### src/hdl/wkrx_map.svh
`ifndef WKRX_MAP_SVH
`define WKRX_MAP_SVH

// Register indices; byte address is four times the index
`define WKRX_IDX_CHAN      6'd0
`define WKRX_IDX_GAIN      6'd1
`define WKRX_IDX_TOL       6'd2
`define WKRX_IDX_SLICE     6'd3
`define WKRX_IDX_OFFT      6'd4
`define WKRX_IDX_PAT2      6'd5
`define WKRX_IDX_PAT1      6'd6
`define WKRX_IDX_TOBR      6'd7
`define WKRX_IDX_AWAKE     6'd8
`define WKRX_IDX_RSV9      6'd9
`define WKRX_IDX_STR1      6'd10
`define WKRX_IDX_STR2      6'd11
`define WKRX_IDX_STR3      6'd12
`define WKRX_IDX_FWC       6'd13
`define WKRX_IDX_CMD       6'd14

// Direct command codes, written to the command register
`define WKRX_CMD_CLR_WAKE  6'h00
`define WKRX_CMD_RST_RSSI  6'h01
`define WKRX_CMD_TRIM_OSC  6'h02
`define WKRX_CMD_CLR_FALSE 6'h03
`define WKRX_CMD_PRESET    6'h04

// Reset values
`define WKRX_RST_CHAN      8'h0e
`define WKRX_RST_GAIN      8'h23
`define WKRX_RST_TOL       8'h00
`define WKRX_RST_SLICE     8'h20
`define WKRX_RST_OFFT      8'h10
`define WKRX_RST_PAT2      8'h69
`define WKRX_RST_PAT1      8'h96
`define WKRX_RST_TOBR      8'h0b
`define WKRX_RST_AWAKE     8'h00

// Writable bit masks; reserved bits read as zero
`define WKRX_WM_CHAN       8'h3f
`define WKRX_WM_GAIN       8'hf7
`define WKRX_WM_TOL        8'he3
`define WKRX_WM_AWAKE      8'h07

// Field positions
`define WKRX_B_DUTY        5
`define WKRX_B_SCAN        4
`define WKRX_B_EN2         3
`define WKRX_B_EN3         2
`define WKRX_B_EN1         1
`define WKRX_B_PWD         0
`define WKRX_B_ABSREF      7
`define WKRX_B_FIRST       6
`define WKRX_B_BIDIR       5
`define WKRX_B_DAMP        4
`define WKRX_B_DOUBLE      2
`define WKRX_B_CORR        1
`define WKRX_B_OSC         0
`define WKRX_B_THRED       7
`define WKRX_B_HYS20       7
`define WKRX_B_HYSPOS      6

// Timing
`define WKRX_CLK_PERIOD_NS 8
`define WKRX_SLOT_NS       1000000
`define WKRX_SLOT_CYC \
	((`WKRX_SLOT_NS + `WKRX_CLK_PERIOD_NS - 1) / `WKRX_CLK_PERIOD_NS)
`define WKRX_WAKE_NS       128000
`define WKRX_WAKE_CYC      (`WKRX_WAKE_NS / `WKRX_CLK_PERIOD_NS)

// Artificial wake-up intervals in 1 ms slots
`define WKRX_AW_MS_1       23'd1000
`define WKRX_AW_MS_2       23'd5000
`define WKRX_AW_MS_3       23'd20000
`define WKRX_AW_MS_4       23'd120000
`define WKRX_AW_MS_5       23'd900000
`define WKRX_AW_MS_6       23'd3600000
`define WKRX_AW_MS_7       23'd7200000

`endif

### src/hdl/wkrx_pkg.sv
package wkrx_pkg;

	// Channel slot of the scanning rotation
	typedef enum logic [3:0] {
		WKRX_SCAN_ALL = 4'b0001,
		WKRX_SCAN_CH1 = 4'b0010,
		WKRX_SCAN_CH3 = 4'b0100,
		WKRX_SCAN_CH2 = 4'b1000
	} wkrx_scan_e;

	typedef logic [8:0][7:0] wkrx_cfg_t;

	// Whole state of the register bank
	typedef struct packed {
		wkrx_cfg_t  cfg;
		logic [7:0] fwc;
		logic       ack;
		logic [7:0] rdat;
		logic [16:0] tick;
		logic       duty_on;
		logic [3:0] duty_left;
		wkrx_scan_e scan;
		logic [22:0] aw_cnt;
		logic [13:0] pulse_cnt;
		logic       pat_wake;
		logic       hit_seen;
		logic [2:0] chan_on;
		logic       rssi_rst;
		logic       trim;
	} wkrx_state_s;

endpackage

### src/hdl/wkrx_regs.sv
// Function
// - Duty-cycle bit switches active channels on and off periodically.
// - Off-time code 00..11 gives 1, 2, 4 or 8 ms off.
// - First-burst gain bit limits gain control to first burst.
// - Bidirectional gain bit lets gain rise and fall; resets set.
// - Double-pattern bit needs two pattern hits before wake.
// - Absolute-reference and threshold-reduction slicer bits, both reset clear.
// - Two-bit pattern tolerance field, resets to 00.
// - Two-bit frequency tolerance field, resets to 00.
// - Hysteresis size bit: clear 40 mV, set 20 mV.
// - Hysteresis edge bit: clear both edges, set rising only.
// - Slicer time constant resets 100, envelope time constant 000.
// - Five-bit bit-rate field, resets to 01011.
// - Registers addressed by six-bit index 0 to 14.
// - Restore-defaults command returns configuration registers 0 to 8 to defaults.
// - Clear-false command zeroes the false wake-up count.
// - Artificial wake with no activity gives 128 us wake pulse.
`include "wkrx_map.svh"
module wkrx_regs #(
	parameter int unsigned SLOT_CYC = `WKRX_SLOT_CYC,
	parameter int unsigned WAKE_CYC = `WKRX_WAKE_CYC
) (
	input  wire logic        clk_i,
	input  wire logic        rst_i,
	input  wire logic        wb_cyc_i,
	input  wire logic        wb_stb_i,
	input  wire logic        wb_we_i,
	input  wire logic [7:0]  wb_adr_i,
	input  wire logic [3:0]  wb_sel_i,
	input  wire logic [31:0] wb_dat_i,
	output logic      [31:0] wb_dat_o,
	output logic             wb_ack_o,
	input  wire logic        activity_i,
	input  wire logic        pattern_hit_i,
	input  wire logic        false_wake_i,
	input  wire logic [4:0]  strength_ch1_val_i,
	input  wire logic [4:0]  strength_ch2_val_i,
	input  wire logic [4:0]  strength_ch3_val_i,
	output logic      [2:0]  chan_on_o,
	output logic             power_down_o,
	output logic             scan_mode_en_o,
	output logic             duty_cycle_en_o,
	output logic             slicer_abs_ref_o,
	output logic             gain_first_burst_only_o,
	output logic             gain_bidirectional_o,
	output logic             antenna_damper_en_o,
	output logic             double_pattern_en_o,
	output logic             correlator_en_o,
	output logic             osc_en_o,
	output logic             slicer_thresh_reduce_o,
	output logic      [1:0]  pattern_tolerance_o,
	output logic      [1:0]  freq_tolerance_o,
	output logic             hyst_small_o,
	output logic             hyst_rising_only_o,
	output logic      [2:0]  slicer_time_const_o,
	output logic      [2:0]  envelope_time_const_o,
	output logic      [1:0]  damping_res_o,
	output logic      [3:0]  gain_reduction_o,
	output logic      [15:0] wake_pattern_o,
	output logic      [2:0]  timeout_sel_o,
	output logic      [4:0]  bit_rate_sel_o,
	output logic             wake_o,
	output logic             rssi_reset_o,
	output logic             osc_trim_o
);

	// Default contents of the writable bank
	localparam wkrx_pkg::wkrx_cfg_t CFG_RST = {
		`WKRX_RST_AWAKE, `WKRX_RST_TOBR, `WKRX_RST_PAT1,
		`WKRX_RST_PAT2, `WKRX_RST_OFFT, `WKRX_RST_SLICE,
		`WKRX_RST_TOL, `WKRX_RST_GAIN, `WKRX_RST_CHAN};

	wkrx_pkg::wkrx_state_s st_reg;
	wkrx_pkg::wkrx_state_s st_next;

	logic [5:0] idx;
	logic       req;
	logic       wr;
	logic       tick_p;
	logic       cmd_wr;
	logic [5:0] cmd;
	logic [2:0] aw_code;

	// Writable bits of each bank register
	function automatic logic [7:0] wmask(input logic [5:0] i);
		case (i)
			`WKRX_IDX_CHAN:  wmask = `WKRX_WM_CHAN;
			`WKRX_IDX_GAIN:  wmask = `WKRX_WM_GAIN;
			`WKRX_IDX_TOL:   wmask = `WKRX_WM_TOL;
			`WKRX_IDX_AWAKE: wmask = `WKRX_WM_AWAKE;
			default:         wmask = 8'hff;
		endcase
	endfunction

	// Interval in 1 ms slots for an artificial wake code
	function automatic logic [22:0] aw_limit(input logic [2:0] c);
		case (c)
			3'h1:    aw_limit = `WKRX_AW_MS_1;
			3'h2:    aw_limit = `WKRX_AW_MS_2;
			3'h3:    aw_limit = `WKRX_AW_MS_3;
			3'h4:    aw_limit = `WKRX_AW_MS_4;
			3'h5:    aw_limit = `WKRX_AW_MS_5;
			3'h6:    aw_limit = `WKRX_AW_MS_6;
			3'h7:    aw_limit = `WKRX_AW_MS_7;
			default: aw_limit = 23'h000000;
		endcase
	endfunction

	// Channels let through by a scan slot, ordered ch3, ch2, ch1
	function automatic logic [2:0] scan_mask(input wkrx_pkg::wkrx_scan_e s);
		case (s)
			wkrx_pkg::WKRX_SCAN_CH1: scan_mask = 3'h1;
			wkrx_pkg::WKRX_SCAN_CH2: scan_mask = 3'h2;
			wkrx_pkg::WKRX_SCAN_CH3: scan_mask = 3'h4;
			default:                 scan_mask = 3'h7;
		endcase
	endfunction

	// Bus decode
	// Six-bit register index
	assign idx     = wb_adr_i[7:2];
	assign req     = wb_cyc_i && wb_stb_i && !st_reg.ack;
	assign wr      = req && wb_we_i && wb_sel_i[0];
	assign cmd_wr  = wr && (idx == `WKRX_IDX_CMD);
	assign cmd     = wb_dat_i[5:0];
	assign aw_code = st_reg.cfg[`WKRX_IDX_AWAKE][2:0];
	assign tick_p  = (st_reg.tick == 17'(SLOT_CYC - 1));

	// Next state of the whole bank
	always_comb begin
		st_next          = st_reg;
		st_next.ack      = req;
		st_next.rdat     = 8'h00;
		st_next.rssi_rst = 1'b0;
		st_next.trim     = 1'b0;
		st_next.tick     = tick_p ? 17'h00000 : st_reg.tick + 17'h00001;

		// Read mux
		// Reserved and unmapped read zero
		if (req && !wb_we_i) begin
			if (idx <= `WKRX_IDX_AWAKE)
				st_next.rdat = st_reg.cfg[idx[3:0]];
			else if (idx == `WKRX_IDX_STR1)
				st_next.rdat = {3'h0, strength_ch1_val_i};
			else if (idx == `WKRX_IDX_STR2)
				st_next.rdat = {3'h0, strength_ch2_val_i};
			else if (idx == `WKRX_IDX_STR3)
				st_next.rdat = {3'h0, strength_ch3_val_i};
			else if (idx == `WKRX_IDX_FWC)
				st_next.rdat = st_reg.fwc;
		end

		// Register writes
		// Read-only indices ignore writes
		if (wr && idx <= `WKRX_IDX_AWAKE) begin
			st_next.cfg[idx[3:0]] = wb_dat_i[7:0] & wmask(idx);
		end

		// Direct commands
		// Restore defaults
		if (cmd_wr && cmd == `WKRX_CMD_PRESET) begin
			st_next.cfg = CFG_RST;
		end
		if (cmd_wr && cmd == `WKRX_CMD_RST_RSSI) begin
			st_next.rssi_rst = 1'b1;
		end
		if (cmd_wr && cmd == `WKRX_CMD_TRIM_OSC) begin
			st_next.trim = 1'b1;
		end

		// False wake-up count, event wins over clear
		// Clear false count
		if (cmd_wr && cmd == `WKRX_CMD_CLR_FALSE) begin
			st_next.fwc = 8'h00;
		end
		if (false_wake_i && st_next.fwc != 8'hff) begin
			st_next.fwc = st_next.fwc + 8'h01;
		end

		// Pattern wake; a hit in the clearing cycle survives
		if (cmd_wr && cmd == `WKRX_CMD_CLR_WAKE) begin
			st_next.pat_wake = 1'b0;
			st_next.hit_seen = 1'b0;
		end
		// Two hits when double pattern set
		if (pattern_hit_i && st_reg.cfg[`WKRX_IDX_GAIN][`WKRX_B_CORR]) begin
			if (st_reg.cfg[`WKRX_IDX_GAIN][`WKRX_B_DOUBLE] &&
			    !st_reg.hit_seen) begin
				st_next.hit_seen = 1'b1;
			end else begin
				st_next.pat_wake = 1'b1;
				st_next.hit_seen = 1'b0;
			end
		end

		// Duty-cycled listening: one slot on, off for the chosen time
		// Periodic on and off
		if (!st_reg.cfg[`WKRX_IDX_CHAN][`WKRX_B_DUTY]) begin
			st_next.duty_on   = 1'b1;
			st_next.duty_left = 4'h0;
		end else if (tick_p) begin
			if (st_reg.duty_left <= 4'h1) begin
				st_next.duty_on = !st_reg.duty_on;
				// Off time 1, 2, 4, 8 ms
				st_next.duty_left = st_reg.duty_on ?
					4'h1 << st_reg.cfg[`WKRX_IDX_OFFT][7:6] : 4'h1;
			end else begin
				st_next.duty_left = st_reg.duty_left - 4'h1;
			end
		end

		// Scanning rotation ch1, ch3, ch2 until a carrier is seen
		if (!st_reg.cfg[`WKRX_IDX_CHAN][`WKRX_B_SCAN] || activity_i) begin
			st_next.scan = wkrx_pkg::WKRX_SCAN_ALL;
		end else if (tick_p) begin
			case (st_reg.scan)
				wkrx_pkg::WKRX_SCAN_CH1: st_next.scan = wkrx_pkg::WKRX_SCAN_CH3;
				wkrx_pkg::WKRX_SCAN_CH3: st_next.scan = wkrx_pkg::WKRX_SCAN_CH2;
				default:                 st_next.scan = wkrx_pkg::WKRX_SCAN_CH1;
			endcase
		end

		// Channel power from enables, power-down, duty and scan slot
		st_next.chan_on = {st_reg.cfg[`WKRX_IDX_CHAN][`WKRX_B_EN3],
			st_reg.cfg[`WKRX_IDX_CHAN][`WKRX_B_EN2],
			st_reg.cfg[`WKRX_IDX_CHAN][`WKRX_B_EN1]} &
			{3{!st_reg.cfg[`WKRX_IDX_CHAN][`WKRX_B_PWD]}} &
			{3{st_reg.duty_on}} & scan_mask(st_reg.scan);

		// Wake pulse countdown
		if (st_reg.pulse_cnt != 14'h0000) begin
			st_next.pulse_cnt = st_reg.pulse_cnt - 14'h0001;
		end
		if (aw_code == 3'h0 || activity_i ||
		    st_reg.cfg[`WKRX_IDX_CHAN][`WKRX_B_PWD]) begin
			st_next.aw_cnt = 23'h000000;
		end else if (tick_p) begin
			if (st_reg.aw_cnt + 23'h000001 >= aw_limit(aw_code)) begin
				st_next.aw_cnt = 23'h000000;
				st_next.pulse_cnt = 14'(WAKE_CYC);
			end else begin
				st_next.aw_cnt = st_reg.aw_cnt + 23'h000001;
			end
		end
	end

	// State register
	// Reset defaults of the bank
	always_ff @(posedge clk_i) begin
		if (rst_i) begin
			st_reg           <= '0;
			st_reg.cfg       <= CFG_RST;
			st_reg.duty_on   <= 1'b1;
			st_reg.scan      <= wkrx_pkg::WKRX_SCAN_ALL;
			st_reg.chan_on   <= 3'h0;
		end else begin
			st_reg <= st_next;
		end
	end

	// Bus outputs
	assign wb_ack_o = st_reg.ack;
	assign wb_dat_o = {24'h000000, st_reg.rdat};

	// Configuration fields to the front end
	// First-burst gain control
	assign gain_first_burst_only_o = st_reg.cfg[`WKRX_IDX_GAIN][`WKRX_B_FIRST];
	assign gain_bidirectional_o = st_reg.cfg[`WKRX_IDX_GAIN][`WKRX_B_BIDIR];
	assign slicer_abs_ref_o = st_reg.cfg[`WKRX_IDX_GAIN][`WKRX_B_ABSREF];
	assign slicer_thresh_reduce_o = st_reg.cfg[`WKRX_IDX_TOL][`WKRX_B_THRED];
	assign pattern_tolerance_o = st_reg.cfg[`WKRX_IDX_TOL][6:5];
	assign freq_tolerance_o = st_reg.cfg[`WKRX_IDX_TOL][1:0];
	assign hyst_small_o = st_reg.cfg[`WKRX_IDX_SLICE][`WKRX_B_HYS20];
	assign hyst_rising_only_o = st_reg.cfg[`WKRX_IDX_SLICE][`WKRX_B_HYSPOS];
	assign slicer_time_const_o = st_reg.cfg[`WKRX_IDX_SLICE][5:3];
	assign envelope_time_const_o = st_reg.cfg[`WKRX_IDX_SLICE][2:0];
	assign wake_pattern_o = {st_reg.cfg[`WKRX_IDX_PAT1],
		st_reg.cfg[`WKRX_IDX_PAT2]};
	assign bit_rate_sel_o = st_reg.cfg[`WKRX_IDX_TOBR][4:0];
	assign timeout_sel_o = st_reg.cfg[`WKRX_IDX_TOBR][7:5];
	assign damping_res_o = st_reg.cfg[`WKRX_IDX_OFFT][5:4];
	assign gain_reduction_o = st_reg.cfg[`WKRX_IDX_OFFT][3:0];
	assign power_down_o = st_reg.cfg[`WKRX_IDX_CHAN][`WKRX_B_PWD];
	assign scan_mode_en_o = st_reg.cfg[`WKRX_IDX_CHAN][`WKRX_B_SCAN];
	assign duty_cycle_en_o = st_reg.cfg[`WKRX_IDX_CHAN][`WKRX_B_DUTY];
	assign antenna_damper_en_o = st_reg.cfg[`WKRX_IDX_GAIN][`WKRX_B_DAMP];
	assign double_pattern_en_o = st_reg.cfg[`WKRX_IDX_GAIN][`WKRX_B_DOUBLE];
	assign correlator_en_o = st_reg.cfg[`WKRX_IDX_GAIN][`WKRX_B_CORR];
	assign osc_en_o = st_reg.cfg[`WKRX_IDX_GAIN][`WKRX_B_OSC];

	// Channel power, wake and command pulses
	assign chan_on_o    = st_reg.chan_on;
	assign wake_o       = (st_reg.pulse_cnt != 14'h0000) || st_reg.pat_wake;
	assign rssi_reset_o = st_reg.rssi_rst;
	assign osc_trim_o   = st_reg.trim;
endmodule

### config.mk
export PLATFORM = sky130hd
export DESIGN_NAME = wkrx_regs
export DESIGN_NICKNAME = d
export VERILOG_FILES = /design/src/hdl/wkrx_pkg.sv /design/src/hdl/wkrx_regs.sv
export VERILOG_INCLUDE_DIRS = /design/src /design/src/hdl
export SDC_FILE = /design/constraint.sdc
export NUM_CORES = 1
export LEC_CHECK = 0
export BUFFER_PORTS_ARGS = -buffer_cell sky130_fd_sc_hd__buf_2
export CAP_MARGIN = 40
export CORE_AREA = 4 4 163 165
export DETAILED_ROUTE_END_ITERATION = 10
export DIE_AREA = 0 0 167 169
export MAX_ROUTING_LAYER = met4
export SETUP_SLACK_MARGIN = 0.15
export SYNTH_ARGS = -nofsm -noshare
export SYNTH_HDL_FRONTEND = slang
export SYNTH_SLANG_ARGS = --single-unit
### constraint.sdc
create_clock -name clk_i -period 6.5 [get_ports clk_i]
set_input_delay 0.65 -clock clk_i [delete_from_list [all_inputs] [get_ports clk_i]]
set_output_delay 0.65 -clock clk_i [all_outputs]
set_load 0.03 [all_outputs]
-- Word-level counts from Yosys, hierarchy flattened
Cells that the tools add are included.
- flip-flop bits (word level): 159
- output and inout port bits: 92
- order comparisons: 5
- bitwise gates (word level): 6
- reductions and logical operators: 38
- muxes and demuxes: 32
- shifts and indexed selects: 1
- add/sub/neg operators: 5
- equal/unequal tests: 24
- operators with widths (kind ; count):
    $pmux W23 S7 ; 1
    $mux W8 ; 10
    $bwmux W72 ; 1
    $mux W23 ; 3
    $mux W14 ; 4
    $eq A6 B4 Y1 const B ; 6
    $bmux W8 S4 ; 1
    $demux W8 S4 ; 1
    $pmux W8 S4 ; 1
    $add A23 B1 Y23 const B ; 1
    $ge A23 B23 Y1 ; 1
    $eq A6 B2 Y1 const B ; 3
    $add A17 B1 Y17 const B ; 1
    $eq A17 B17 Y1 const B ; 1
    $logic_and A1 B1 Y1 ; 16
    $reduce_bool A14 Y1 ; 1
    $sub A14 B1 Y14 const B ; 1
    $eq A3 B3 Y1 const B ; 4
    $eq A6 B1 Y1 const B ; 2
    $logic_not A6 Y1 ; 2
    $reduce_or A2 Y1 ; 6
    $and A3 B3 Y3 ; 3
    $pmux W3 S3 ; 1
    $add A8 B1 Y8 const B ; 1
    other kinds (24) ; 39

-- Longest topological paths before layout
- depth after elaboration: 10
- gate-level depth with buffers: 15

-- Worst setup path after synthesis
No wires, ideal clock.
- kind: reg-to-reg
- start point: reg st_reg[21] (netlist name)
- end point: reg st_reg[22] (netlist name)
- stages on the path, launching flop included: 16
- slack: 3.131 ns
- library setup time: 0.132 ns
- arrival: 3.237 ns
- cells stage by stage: dfxtp_1 -> ha_1 -> nand3_1 -> nor3_1 -> and2_1 -> clkbuf_1 -> nand2_1 -> xnor2_1 -> ha_1 -> nand4_1 -> nor3_1 -> o221ai_1 -> a211o_1 -> a21oi_1 -> clkbuf_1 -> nor3_1
- cells in the longest elaborated chain, start to end: 3
- RTL lines (element ; line ; text):
    start: declaration ; wkrx_regs.sv:73 ; wkrx_pkg::wkrx_state_s st_reg;
    start signal: assignment ; wkrx_regs.sv:257 ; st_reg <= st_next;
    $add A23 B1 Y23 (*) ; wkrx_regs.sv:238, wkrx_regs.sv:242 ;
    $ge A23 B23 Y1 ; wkrx_regs.sv:238 ; if (st_reg.aw_cnt + 23'h000001 >= aw_limit(aw_code)) begin
    $mux W23 (*) ; wkrx_regs.sv:238 ;
Every way passes the cells marked *; elsewhere a longest branch is shown, timed or not.
A chain may end at the register's enable or synchronous reset.

-- Worst setup path in the final report
- start point: reg st_reg[21] (netlist name)
- end point: reg st_reg[8] (netlist name)
- cells in the longest elaborated chain, start to end: 5
- RTL lines (element ; line ; text):
    $add A23 B1 Y23 ; wkrx_regs.sv:238 ;
    $ge A23 B23 Y1 ; wkrx_regs.sv:238 ;
    $mux W14 ; wkrx_regs.sv:238 ;
    $mux W14 ; wkrx_regs.sv:237 ; end else if (tick_p) begin
    $mux W14 ; wkrx_regs.sv:234 ; if (aw_code == 3'h0 || activity_i ||
Every way passes these cells.

==> qor.yml <==
sta:
  hold_violations: 0
  rsz0062_at_grt: "false"
  period_needed_ns: 3.86
  hold_slack_ns: 0.446
  tns_ns: 0
  max_freq_mhz: 259
  finalSetupViolations: 0
  finClkSkew_ns: 0.0159
  relSlewSlack_pct: 48.5
  worst_pin_slew_ns: 0.766
  drv_slew: 0
  fin_crit_sh_pct: 59.3
pwr:
  power_frac_seq_pct: 44.2
  power.leakage_nw: 3.61
  power_switching_mw: 0.679
  ir_drop_uv: 174
  internal-power_mw: 1.69
  power_mw: 2.37
  p_comb_share_pct: 13.8
  clkPwrFrac_pct: 41.9
  swShare_pct: 28.7
  powerDensity_nw_per_um2: 247
hold_path:
  hp-class: "reg2reg"
clocking:
  cts_buffers: 17
  cts_hold_buffers: 0
  worst_skew_pair.late_latency_ns: 0.44
  clk_path_buf_depth: 2
  clk_pin_slew_ns: 0.07
  cts_setup_buffers: 0
  cts_root_buf: "clkbuf_16"
  cts_resized: 0
  cts-htree-levels: 4
  cts_tree: "built"
  cts.sinks: 159
detailed_routing:
  avgRoutedWirePerCell_um: 15.5
  num_vias: 6867
  route.detailed.drc: 0
  final_antenna_net_count: 0
  wl_um: 21300
  via_per_inst: 5.00
  dr.pass1.iters: 5
  drt_iter0_drc: 382
die:
  core_um2: 25000
  die-area_um2: 28200
  fp.dieW_um: 167
  die_y_um: 169
  rows: 58
  io_pins: 159
  start_util_pct: 34.7
grt:
  grt_pass1_wl_um: 34400
  grt_antenna_before_repair: 0
  grt-ovfl-total: 0
  grt_max_degree: 47
  track_usage_pct: 15.4
  grt_pass1_vias: 6466
setup_path:
  worst_setup_path_end_kind: "register"
  arrival_ns: 4.14
  worst-endpoint-required_ns: 6.78
  crit_type: "reg2reg"
  worstSetupStartpointType: "register"
  cp_max_fo: 8
layout:
  antennaDiodeCount: 0
  nNetsFinal: 1122
  drive_above_1_share_pct: 16.8
  syn_to_final_growth_pct: 10.2
  largest_reg_flops: 89
run_status:
  status: "finished clean"
yosys:
  ys_seq_elements: 159
  synth_cell_types: 61
  ys_warn_count: 0
  synth_cells: 1003
  synthFlopType: "dfxtp_1"
  syn_area_per_cell_um2: 8.67
  syn_area_um2: 8700
  async_flop_share_pct: 0
  ys_seq_area_share_pct: 36.6
  synth_edf_count: 0
placed_design:
  hpwl_um: 15500
  port-buffer-count: 105
  routabilityCongestion: 0.815
flow_run:
  cap_viol_max_count: 0
## logic make-up (layout without fill, tap and decap cells)
kind of cell,Yosys count,count (layout),synth area share (%)
buffers and inverters,151,168,10.0
AND/OR/NAND/NOR,407,407,23.1
multiplexers,82,82,11.8
XOR/XNOR,72,72,7.25
other,1,24,0.0431
adder cells (fa/ha/maj),25,25,3.60
flip-flops,159,159,36.6
AO/OA/AOI/OAI,106,106,7.67
## path summary, 6_finish.rpt
path | from | endpoint | slack [ns] | cells past startpoint
setup reg to reg | st_reg[21] | st_reg[8] | 2.64 | 13
setup / recovery | st_reg[21] | st_reg[8] | 2.64 | 13
hold / removal | st_reg[53] | st_reg[53] | 0.45 | 1
hold reg to reg | st_reg[53] | st_reg[53] | 0.45 | 1
## critical path, cell delays in order, from the launching register on
cell      delay [ns]
dfxtp_1         0.39
ha_1            0.21
nand3_1         0.15
nor3_1          0.59
and2_1          0.34
nand2_1         0.09
xnor2_1         0.15
ha_1            0.31
nand4_1         0.10
nor3_1          0.26
o221ai_1        0.20
a211o_1         0.33
o21ai_1         0.49
a211oi_1        0.10
## placed cells by master, fill, tap and decap left out, types with 4 or more instances in the layout
| master | n |
|---|---|
| a211oi_1 | 7 |
| a21oi_1 | 31 |
| a22oi_1 | 8 |
| a31oi_1 | 5 |
| and2_1 | 12 |
| and3_1 | 10 |
| and4_1 | 5 |
| buf_2 | 106 |
| buf_4 | 5 |
| clkbuf_16 | 17 |
| conb_1 | 24 |
| dfxtp_1 | 159 |
| ha_1 | 25 |
| inv_1 | 23 |
| inv_6 | 6 |
| inv_8 | 4 |
| mux2i_1 | 65 |
| mux4_2 | 16 |
| nand2_1 | 93 |
| nand2b_1 | 9 |
| nand3_1 | 34 |
| nand4_1 | 11 |
| nor2_1 | 115 |
| nor2_4 | 4 |
| nor2b_1 | 8 |
| nor3_1 | 54 |
| nor3b_1 | 4 |
| nor4_1 | 10 |
| o21ai_0 | 19 |
| o22ai_1 | 12 |
| or2_1 | 4 |
| or3_1 | 11 |
| or4_1 | 5 |
| xnor2_1 | 39 |
| xor2_1 | 33 |
## power groups by stage
stage	clock network, mW	registers [mW]	logic, mW
2_1_floorplan	0	1.06	0.273
3_3_place_gp	0	1.07	0.323
3_5_place_dp	0	1.07	0.326
4_1_cts	1.01	1.05	0.328
5_1_grt	1.05	1.05	0.366
6_report	0.993	1.05	0.327
## Yosys cell counts (all sizes together) (8+ instances only)
cell type	number	area share, %
ha	25	3.6
nor2b	8	0.58
dfxtp	159	37
or3	11	0.79
o22ai	12	0.86
and3	10	0.72
xor2	33	3.3
nor3	56	3.4
and2	15	1.1
nor2	122	5.7
buf	90	7.4
a22oi	8	0.69
nand2b	10	0.81
nand4	11	0.79
nand3	34	2.0
clkbuf	37	1.6
mux2i	65	7.5
xnor2	39	3.9
inv	24	1.0
o21ai	20	1.2
nand2	93	4.0
a21oi	31	1.8
nor4	10	0.72
mux4	16	4.1
## stage by stage
stage | cells | utilization [%] | setup slack [ns] | cell area [um2]
finish | 1373 | 38.3 | 2.64 | 9580
global route | 1373 | 38.3 | 2.34 | 9580
CTS | 1373 | 38.3 | 2.64 | 9580
detailed placement | 1341 | 36.0 | 2.65 | 9010
global placement | 1339 | 35.9 | 2.72 | 8990
floorplan | 1026 | - | 3.13 | 8790
## per-layer routing
| metal | share of wire [%] | global-route usage, % | vias up | wire, um |
|---|---|---|---|---|
| li1 | - | - | 3429 | - |
| met1 | 49 | 20.9 | 3270 | 10500 |
| met2 | 45 | 23.8 | 146 | 9690 |
| met3 | 4.1 | 2.69 | 22 | 880 |
| met4 | 1.3 | 4.13 | 0 | 287 |
| met5 | 0 | - | - | 0 |
## final cells by class
cell class	instances	area (um2)
tap	330	413
clock inverter	13	143
fill	2585	15500
timing repair buffer	112	579
clock buffer	19	433
sequential	159	3180
multi-input combinational	716	4740
inverter	24	90.1
No activity file was read; power rests on OpenSTA's default activity.
